--- config.mk ---
export PLATFORM = sky130hd
export DESIGN_NAME = spms_top
export DESIGN_NICKNAME = d
export VERILOG_FILES = /design/src/rtl/spms_pkg.sv /design/src/rtl/spms_rate_gen.sv /design/src/rtl/spms_edge_det.sv /design/src/rtl/spms_top.sv
export SDC_FILE = /design/constraint.sdc
export NUM_CORES = 1
export LEC_CHECK = 0
export CAP_MARGIN = 20
export CORE_ASPECT_RATIO = 1.1
export CORE_UTILIZATION = 60
export DETAILED_ROUTE_END_ITERATION = 10
export DONT_BUFFER_PORTS = 1
export GPL_ROUTABILITY_DRIVEN = 0
export PLACE_DENSITY = 0.86
export SLEW_MARGIN = 20
export SYNTH_ARGS = -nofsm -noshare
export SYNTH_HDL_FRONTEND = slang
export SYNTH_SLANG_ARGS = --single-unit
--- constraint.sdc ---
create_clock -name clk -period 3.3 [get_ports clk]
set_input_delay 0 -clock clk [delete_from_list [all_inputs] [get_ports clk]]
set_output_delay 0 -clock clk [all_outputs]
set_load 0.01 [all_outputs]
--- src/rtl/spms_pkg.sv ---
// Package with register map, field positions, reset values and counts for the serial port.
package spms_pkg;
	localparam logic [7:0] SPMS_DATA_ADDR = 8'h7F;
	localparam logic [7:0] SPMS_CTRL_ADDR = 8'hF8;
	localparam logic [7:0] SPMS_CTRL_RESET = 8'h05;
	localparam logic [7:0] SPMS_DATA_RESET = 8'h00;
	localparam int SPMS_BIT_DONE = 7;
	localparam int SPMS_BIT_WRITE_COLLISION_FLAG = 6;
	localparam int SPMS_BIT_PFE = 5;
	localparam int SPMS_BIT_MSTR = 4;
	localparam int SPMS_BIT_CPOL = 3;
	localparam int SPMS_BIT_CPHA = 2;
	localparam int SPMS_BIT_RATE_HI = 1;
	localparam int SPMS_BIT_RATE_LO = 0;
	localparam int SPMS_BYTE_BITS = 8;
	localparam logic [3:0] SPMS_LAST_EDGE = 4'hF;
	localparam logic [3:0] SPMS_LAST_BIT = 4'h7;
	localparam logic [3:0] SPMS_FULL_BYTE = 4'h8;
	localparam int SPMS_RATE_CNT_W = 3;
	localparam int SPMS_CLK_PERIOD_NS = 5;
	typedef enum logic [2:0] {
		SPMS_IDLE = 3'h1,
		SPMS_MST = 3'h2,
		SPMS_SLV = 3'h4
	} spms_state_t;
endpackage

--- src/rtl/spms_rate_gen.sv ---
// Master bit-rate tick generator: one pulse per serial clock half period.
`timescale 1ns/10ps
`default_nettype none
module spms_rate_gen import spms_pkg::*; #(
	parameter int CNT_W = SPMS_RATE_CNT_W
) (
	// Clock and reset
	input wire logic clk,
	input wire logic rst,
	// Control
	input wire logic run,
	input wire logic [1:0] rate,
	// Half-period pulse
	output logic tick
);
	logic [CNT_W-1:0] cnt;
	logic [CNT_W-1:0] next_cnt;
	logic [CNT_W-1:0] half_last;

	if (CNT_W < SPMS_RATE_CNT_W) begin : g_chk
		$error("spms_rate_gen: CNT_W too narrow for divide by 16");
	end

	// Half period is 2**rate core cycles, so the full period is 2, 4, 8 or 16 cycles.
	always_comb begin
		half_last = CNT_W'((1 << rate) - 1);
		tick = run && (cnt == half_last);
		if (!run || tick) begin
			next_cnt = '0;
		end else begin
			next_cnt = cnt + 1'b1;
		end
	end

	always_ff @(posedge clk or posedge rst) begin
		if (rst) begin
			cnt <= '0;
		end else begin
			cnt <= next_cnt;
		end
	end
endmodule
`default_nettype wire

--- src/rtl/spms_edge_det.sv ---
// Detects leading and trailing edges of the externally supplied serial clock.
`timescale 1ns/10ps
`default_nettype none
module spms_edge_det (
	// Clock and reset
	input wire logic clk,
	input wire logic rst,
	// Serial clock and its idle level
	input wire logic sclk_in,
	input wire logic cpol,
	// Edge pulses
	output logic lead,
	output logic trail
);
	logic prev;
	logic next_prev;

	// The leading edge leaves the idle level, the trailing edge returns to it.
	always_comb begin
		next_prev = sclk_in;
		lead = (prev == cpol) && (sclk_in != cpol);
		trail = (prev != cpol) && (sclk_in == cpol);
	end

	always_ff @(posedge clk or posedge rst) begin
		if (rst) begin
			prev <= 1'b0;
		end else begin
			prev <= next_prev;
		end
	end
endmodule
`default_nettype wire

--- src/rtl/spms_top.sv ---
// Byte-wide master/slave serial port with control and data registers on the core register bus.
// Functional notes
// - Byte end sets done flag bit 7.
// - Done clears by zero write or data read.
// - Data write while busy sets collision bit 6.
// - Bit 5 hands shared pins to port.
// - Bit 4 selects master, drives serial clock.
// - Bit 3 sets serial clock idle level.
// - Bit 2 chooses leading or trailing drive edge.
// - Master rate core clock /2,/4,/8,/16.
// - Control resets to 0x05, data to 0x00.
// - Interrupt vector shared; software checks both.
// - Master data write starts eight-clock burst.
// - Master shifts MOSI out, samples MISO each period.
// - After eighth clock, received byte to data.
// - Master ignores slave-select input.
// - Slave write loads byte; bit per clock.
// - Slave completes at eighth clock or select rise.
// - Slave completion sets done flag, requests interrupt.
// - Eight bits per transfer, MSB first.
// - Drive on one edge, sample on other.
`timescale 1ns/10ps
`default_nettype none
module spms_top import spms_pkg::*; (
	// Clock and reset
	input wire logic clk,
	input wire logic rst,
	// Core register bus
	input wire logic [7:0] sfr_addr,
	input wire logic sfr_wr,
	input wire logic sfr_rd,
	input wire logic [7:0] sfr_wdata,
	output logic [7:0] sfr_rdata,
	// Serial clock pin
	input wire logic sclk_in,
	output logic sclk_out,
	output logic sclk_oe,
	// Master-out data pin
	input wire logic mosi_in,
	output logic mosi_out,
	output logic mosi_oe,
	// Master-in data pin
	input wire logic miso_in,
	output logic miso_out,
	output logic miso_oe,
	// Slave select, active low
	input wire logic ss_n_in,
	// Core side status
	output logic xfer_irq_req,
	output logic pin_owner_spi
);
	spms_state_t state, next_state;
	logic xfer_done_flag, next_xfer_done_flag;
	logic write_collision_flag, next_write_collision_flag;
	logic port_function_enable, next_port_function_enable;
	logic master_select, next_master_select;
	logic cpol, next_cpol;
	logic cpha, next_cpha;
	logic rate_sel_hi, next_rate_sel_hi;
	logic rate_sel_lo, next_rate_sel_lo;
	logic [7:0] serial_data_reg, next_serial_data_reg;
	logic [7:0] tx_sh, next_tx_sh;
	logic [7:0] rx_sh, next_rx_sh;
	logic out_bit, next_out_bit;
	logic [3:0] edge_cnt, next_edge_cnt;
	logic [3:0] bit_cnt, next_bit_cnt;
	logic next_sclk_out, next_sclk_oe, next_mosi_oe, next_miso_oe;
	logic [7:0] next_sfr_rdata;
	logic m_tick, s_lead, s_trail;
	logic wr_data, wr_ctrl, rd_data, rd_ctrl, busy;
	logic drive_edge, sample_edge, set_done;
	logic [7:0] ctrl_view;

	spms_rate_gen #(
		.CNT_W(SPMS_RATE_CNT_W)
	) u_rate (
		.clk(clk),
		.rst(rst),
		.run(state == SPMS_MST),
		.rate({rate_sel_hi, rate_sel_lo}),
		.tick(m_tick)
	);

	spms_edge_det u_edge (
		.clk(clk),
		.rst(rst),
		.sclk_in(sclk_in),
		.cpol(cpol),
		.lead(s_lead),
		.trail(s_trail)
	);

	always_comb begin
		wr_data = sfr_wr && (sfr_addr == SPMS_DATA_ADDR);
		wr_ctrl = sfr_wr && (sfr_addr == SPMS_CTRL_ADDR);
		rd_data = sfr_rd && (sfr_addr == SPMS_DATA_ADDR);
		rd_ctrl = sfr_rd && (sfr_addr == SPMS_CTRL_ADDR);
		ctrl_view = {xfer_done_flag, write_collision_flag, port_function_enable,
			master_select, cpol, cpha, rate_sel_hi, rate_sel_lo};
		// A slave counts as busy only once its first bit has been sampled.
		busy = (state == SPMS_MST) || ((state == SPMS_SLV) && (bit_cnt != 4'h0));
		next_state = state;
		next_serial_data_reg = serial_data_reg;
		next_tx_sh = tx_sh;
		next_rx_sh = rx_sh;
		next_out_bit = out_bit;
		next_edge_cnt = edge_cnt;
		next_bit_cnt = bit_cnt;
		next_sclk_out = cpol;
		drive_edge = 1'b0;
		sample_edge = 1'b0;
		set_done = 1'b0;
		next_port_function_enable = port_function_enable;
		next_master_select = master_select;
		next_cpol = cpol;
		next_cpha = cpha;
		next_rate_sel_hi = rate_sel_hi;
		next_rate_sel_lo = rate_sel_lo;
		if (wr_ctrl) begin
			next_port_function_enable = sfr_wdata[SPMS_BIT_PFE];
			next_master_select = sfr_wdata[SPMS_BIT_MSTR];
			next_cpol = sfr_wdata[SPMS_BIT_CPOL];
			next_cpha = sfr_wdata[SPMS_BIT_CPHA];
			next_rate_sel_hi = sfr_wdata[SPMS_BIT_RATE_HI];
			next_rate_sel_lo = sfr_wdata[SPMS_BIT_RATE_LO];
		end
		// A write during a byte is refused so the shifting byte stays intact.
		if (wr_data && !busy) begin
			next_serial_data_reg = sfr_wdata;
			if (cpha) begin
				next_tx_sh = sfr_wdata;
			end else begin
				next_tx_sh = {sfr_wdata[6:0], 1'b0};
				next_out_bit = sfr_wdata[7];
			end
		end
		case (state)
			SPMS_IDLE: begin
				if (port_function_enable && master_select && wr_data) begin
					next_state = SPMS_MST;
					next_edge_cnt = 4'h0;
				end else if (port_function_enable && !master_select && !ss_n_in) begin
					next_state = SPMS_SLV;
					next_bit_cnt = 4'h0;
				end
			end
			SPMS_MST: begin
				next_sclk_out = sclk_out;
				if (!port_function_enable || !master_select) begin
					next_state = SPMS_IDLE;
					next_sclk_out = cpol;
				end else if (m_tick) begin
					next_sclk_out = !sclk_out;
					// Even edge counts are leading edges.
					if (edge_cnt[0] == 1'b0) begin
						drive_edge = cpha;
						sample_edge = !cpha;
					end else begin
						drive_edge = !cpha;
						sample_edge = cpha;
					end
					next_edge_cnt = edge_cnt + 4'h1;
					if (sample_edge) begin
						next_rx_sh = {rx_sh[6:0], miso_in};
					end
					if (edge_cnt == SPMS_LAST_EDGE) begin
						next_serial_data_reg = next_rx_sh;
						set_done = 1'b1;
						next_state = SPMS_IDLE;
					end
				end
			end
			SPMS_SLV: begin
				if (!port_function_enable || master_select) begin
					next_state = SPMS_IDLE;
				end else if (ss_n_in) begin
					// Phase 0 ends a byte only when select returns high.
					if (!cpha && (bit_cnt == SPMS_FULL_BYTE)) begin
						next_serial_data_reg = rx_sh;
						set_done = 1'b1;
					end
					next_state = SPMS_IDLE;
				end else begin
					drive_edge = cpha ? s_lead : s_trail;
					sample_edge = cpha ? s_trail : s_lead;
					if (sample_edge) begin
						next_rx_sh = {rx_sh[6:0], mosi_in};
						next_bit_cnt = bit_cnt + 4'h1;
						if (cpha && (bit_cnt == SPMS_LAST_BIT)) begin
							next_serial_data_reg = next_rx_sh;
							set_done = 1'b1;
							next_bit_cnt = 4'h0;
						end
					end
				end
			end
			default: begin
				next_state = SPMS_IDLE;
			end
		endcase
		if (drive_edge) begin
			next_out_bit = tx_sh[7];
			next_tx_sh = {tx_sh[6:0], 1'b0};
		end
		// Hardware set wins over a software clear in the same cycle.
		next_xfer_done_flag = xfer_done_flag;
		if (wr_ctrl) begin
			next_xfer_done_flag = sfr_wdata[SPMS_BIT_DONE];
		end
		if (rd_data) begin
			next_xfer_done_flag = 1'b0;
		end
		if (set_done) begin
			next_xfer_done_flag = 1'b1;
		end
		next_write_collision_flag = write_collision_flag;
		if (wr_ctrl) begin
			next_write_collision_flag = sfr_wdata[SPMS_BIT_WRITE_COLLISION_FLAG];
		end
		if (wr_data && busy) begin
			next_write_collision_flag = 1'b1;
		end
		// Pins go back to the general port while the enable is clear.
		next_sclk_oe = port_function_enable && master_select;
		next_mosi_oe = port_function_enable && master_select;
		// The select input only matters to a slave.
		next_miso_oe = port_function_enable && !master_select && !ss_n_in;
		if (rd_data) begin
			next_sfr_rdata = serial_data_reg;
		end else if (rd_ctrl) begin
			next_sfr_rdata = ctrl_view;
		end else begin
			next_sfr_rdata = 8'h00;
		end
	end

	always_ff @(posedge clk or posedge rst) begin
		if (rst) begin
			state <= SPMS_IDLE;
			xfer_done_flag <= SPMS_CTRL_RESET[SPMS_BIT_DONE];
			write_collision_flag <= SPMS_CTRL_RESET[SPMS_BIT_WRITE_COLLISION_FLAG];
			port_function_enable <= SPMS_CTRL_RESET[SPMS_BIT_PFE];
			master_select <= SPMS_CTRL_RESET[SPMS_BIT_MSTR];
			cpol <= SPMS_CTRL_RESET[SPMS_BIT_CPOL];
			cpha <= SPMS_CTRL_RESET[SPMS_BIT_CPHA];
			rate_sel_hi <= SPMS_CTRL_RESET[SPMS_BIT_RATE_HI];
			rate_sel_lo <= SPMS_CTRL_RESET[SPMS_BIT_RATE_LO];
			serial_data_reg <= SPMS_DATA_RESET;
			tx_sh <= 8'h00;
			rx_sh <= 8'h00;
			out_bit <= 1'b0;
			edge_cnt <= 4'h0;
			bit_cnt <= 4'h0;
			sclk_out <= 1'b0;
			sclk_oe <= 1'b0;
			mosi_oe <= 1'b0;
			miso_oe <= 1'b0;
			sfr_rdata <= 8'h00;
		end else begin
			state <= next_state;
			xfer_done_flag <= next_xfer_done_flag;
			write_collision_flag <= next_write_collision_flag;
			port_function_enable <= next_port_function_enable;
			master_select <= next_master_select;
			cpol <= next_cpol;
			cpha <= next_cpha;
			rate_sel_hi <= next_rate_sel_hi;
			rate_sel_lo <= next_rate_sel_lo;
			serial_data_reg <= next_serial_data_reg;
			tx_sh <= next_tx_sh;
			rx_sh <= next_rx_sh;
			out_bit <= next_out_bit;
			edge_cnt <= next_edge_cnt;
			bit_cnt <= next_bit_cnt;
			sclk_out <= next_sclk_out;
			sclk_oe <= next_sclk_oe;
			mosi_oe <= next_mosi_oe;
			miso_oe <= next_miso_oe;
			sfr_rdata <= next_sfr_rdata;
		end
	end

	// The request line is shared with another interface upstream.
	assign xfer_irq_req = xfer_done_flag;
	assign pin_owner_spi = port_function_enable;
	assign mosi_out = out_bit;
	assign miso_out = out_bit;
endmodule
`default_nettype wire

==> results by group <==
Timing
  • Slew Viols, Final: 0
  • RSZ-0062 raised after global routing: no
  • Setup TNS: 0 ns
  • Slew HR: 35.21%
  • Fin crit share: 75.08%
  • Setup violations, final: 0
  • Hold slack: 0.01485 ns
  • Final hold vios: 0
  • Fmax: 0.4036 GHz
  • Tmin final: 2.478 ns
  • Least-Margin Pin Slew: 0.9677 ns
  • Skew final: 0.006978 ns

Logic synthesis
  • Top_reg_cell synth: dfrtp_1
  • Synth Instances: 310
  • Register area share after synthesis: 44.44%
  • Synth Net Count: 338
  • Cell variety after synth: 59
  • Fraction of registers with async set/reset: 100.0%
  • Syn Std Cell Area: 3331 sq um
  • Cell taking the most area after synthesis: dfrtp_1
  • Post-synth EDFFs: 0
  • Top-area cell type share of the netlist area: 42.07%
  • Main area contributors after synthesis: dfrtp_1, mux2_2, mux2i_1
  • FF+latch count, synth: 59
  • Mapped Avg Cell Area: 10.74 sq um
  • Yosys warning count: 0

Setup path
  • Critical Path RT: 3.51 ns
  • CP max FO: 15
  • R2R Setup Slk: 0.82 ns
  • Critical-path cell list: xor2_1 -> mux2_2 -> a21o_1 -> a221oi_1 -> o22ai_1
  • Reg2Reg Depth: 5
  • CP Capture Type: flip-flop
  • R2r startpoint: cpha
  • Setup CP Type: flip-flop to flip-flop
  • CP peak stage delay: 0.75 ns
  • Setup crit start kind: flip-flop
  • CP arrival: 2.68 ns
  • Slowest CP cell: dfstp_2
  • R2R Path End: serial_data_reg[3]

Clocking
  • CTS tree: built
  • CTS Root Cell: clkbuf_8
  • CTS sink cnt: 59
  • H-tree depth: 3
  • Later-pin clock latency in the skew report: 0.34 ns
  • Setup Fix Bufs, Post-CTS: 0
  • Hold-fix buffers, CTS: 13
  • Num CTS Buffers: 9
  • Post-cts resize count: 0
  • CTS clk-pin slew, worst paths: 0.07 ns
  • Clock buffer depth: 2

Power and ir drop
  • Pwr Density: 431.6 nW/um^2
  • Leak Pwr: 1.627 nW
  • Psw: 0.3932 mW
  • Reg power frac: 49.9%
  • VDD IR max: 229.3 uV
  • Overall power: 1.590 mW
  • Sw Share: 24.73%
  • Clk pwr share: 40.7%
  • Int Power: 1.197 mW
  • Gate power share: 9.4%

Route
  • WL final: 8046 um
  • DRC: 0
  • Vias/cell: 6.727
  • WL/cell: 20.17 um
  • Drt first-iter violations: 328
  • Antenna Violating Nets Remaining: 0
  • DR vias: 2,684
  • 1st-pass router iterations: 5

Global routing
  • First-pass GRT wire length: 12,710 um
  • GRT met2 Usage: 46.30%
  • Initial antenna violation count: 0
  • Global route overflow: 0
  • Met1 usage: 36.66%
  • GRT Total Usage: 29.12%
  • Vias in the first global route: 2,528
  • Largest net degree at the start of global routing: 42
  • GR peak layer: met2
  • Met3 Usage GRT: 6.901%

Floorplanning
  • # rows: 28
  • Ports: 40
  • Core Region: 5360 sq um
  • Starting Density: 62.14%
  • Die Y: 80.14 um
  • Die area: 5853 sq um
  • Die span in x: 73.04 um

Hold path
  • Worst hold endpoint: tx_sh[5]
  • Cell count of the worst hold path: 3
  • Hold Crit Start: sfr_wdata[4]
  • Min-Delay Path Class: input pin to flip-flop

Cells and area
  • Cell area after layout: 3684 sq um
  • Register area: 1480 sq um
  • Area grow syn2layout: 10.59%
  • Diode count: 0
  • Multi-input logic area: 1705 sq um
  • Fill cells: 406
  • Share of cells above drive strength 1: 17.28%
  • Nets: 347

Placement
  • Placed cell area: 3358 sq um
  • PortBufs: 0
  • DP Wirelength: 5386 um

Job
  • Max-cap violations: 0

Status
  • Status: completed
==> per-stage QoR <==
step	util (%)	std cells	setup WS [ns]
2_1_floorplan	-	310	1.142
3_3_place_gp	62.65	369	1.007
3_5_place_dp	62.65	369	0.9221
4_1_cts	68.58	398	0.8799
5_1_grt	68.72	399	0.7530
6_report	68.72	399	0.8223
==> final cells by class <==
cell class,count,share of cell area [%]
Inverter,11,1.121
Clock inverter,2,0.9511
Timing Repair Buffer,19,4.755
Sequential cell,59,40.18
Tap cell,75,2.548
Multi-Input combinational cell,219,46.30
Clock buffer,14,4.144
==> cell usage in the layout (no fill, tap or decap), drive strengths merged, types with 6 or more instances in the layout <==
cell	synthesis	routed
a31oi	8	8
o22ai	10	10
nor2	19	19
inv	10	10
o41ai	9	9
dlygate4sd3	0	13
dfrtp	56	56
a21boi	9	9
a22o	8	8
clkbuf	10	15
o21ai	8	8
a221oi	8	8
a21oi	17	17
nand2	10	10
nand3	10	10
mux2i	19	19
mux2	28	28
and3	6	6
==> Yosys cell counts, types with 4 or more instances <==
cell type	count
mux2_2	22
o21ai_0	7
nand2_1	10
a22o_1	8
a31oi_1	8
nor2_1	19
o41ai_1	9
and3_1	6
a21boi_0	9
buf_2	4
nand3_1	10
mux2i_1	19
o22ai_1	9
a221oi_1	8
ha_1	4
inv_1	10
mux2_4	5
a21oi_1	15
clkbuf_1	9
nor3_1	4
dfrtp_1	56
==> worst max-delay path by stage <==
stage          startpoint  cells after the start  slack [ns]                 end
3_3_place_gp   bit_cnt[0]                      7        1.01            tx_sh[6]
2_1_floorplan        cpha                      8        1.14  serial_data_reg[3]
4_1_cts              cpha                      5        0.88  serial_data_reg[3]
5_1_grt              cpha                      5        0.75  serial_data_reg[7]
6_report             cpha                      5        0.82  serial_data_reg[3]
3_5_place_dp         cpha                      5        0.92  serial_data_reg[7]
==> power by group through the flow <==
stage          clock network, mW  logic (mW)  registers [mW]
2_1_floorplan                  0       0.112           0.790
3_3_place_gp                   0       0.125           0.800
3_5_place_dp                   0       0.131           0.803
4_1_cts                    0.654       0.149           0.791
5_1_grt                    0.694       0.166           0.795
6_report                   0.647       0.150           0.793
==> metal layers <==
metal | part of all wire (%) | vias to the layer above
met5 | 0 | -
met4 | 2.5 | 0
met3 | 8.1 | 25
met2 | 49 | 164
met1 | 40 | 1302
li1 | - | 1193
==> cells by family (layout without fill, tap and decap cells) <==
logic type,count (synthesis),count (layout),synth area share (%)
fa+ha+maj,4,4,1.503
compound gates,91,91,20.40
flops,59,59,44.44
xor+xnor,6,6,1.578
buf+inv,32,46,4.357
simple gates,71,71,11.98
mux,47,47,15.74
==> worst max-delay path, delay by kind of cell, from the launching register on <==
kind	cells	cell delay (ns)
compound gates	3	0.83
mux	1	0.48
xor+xnor	1	0.29
flops	1	0.75
Power figures use the tool's default switching activity.
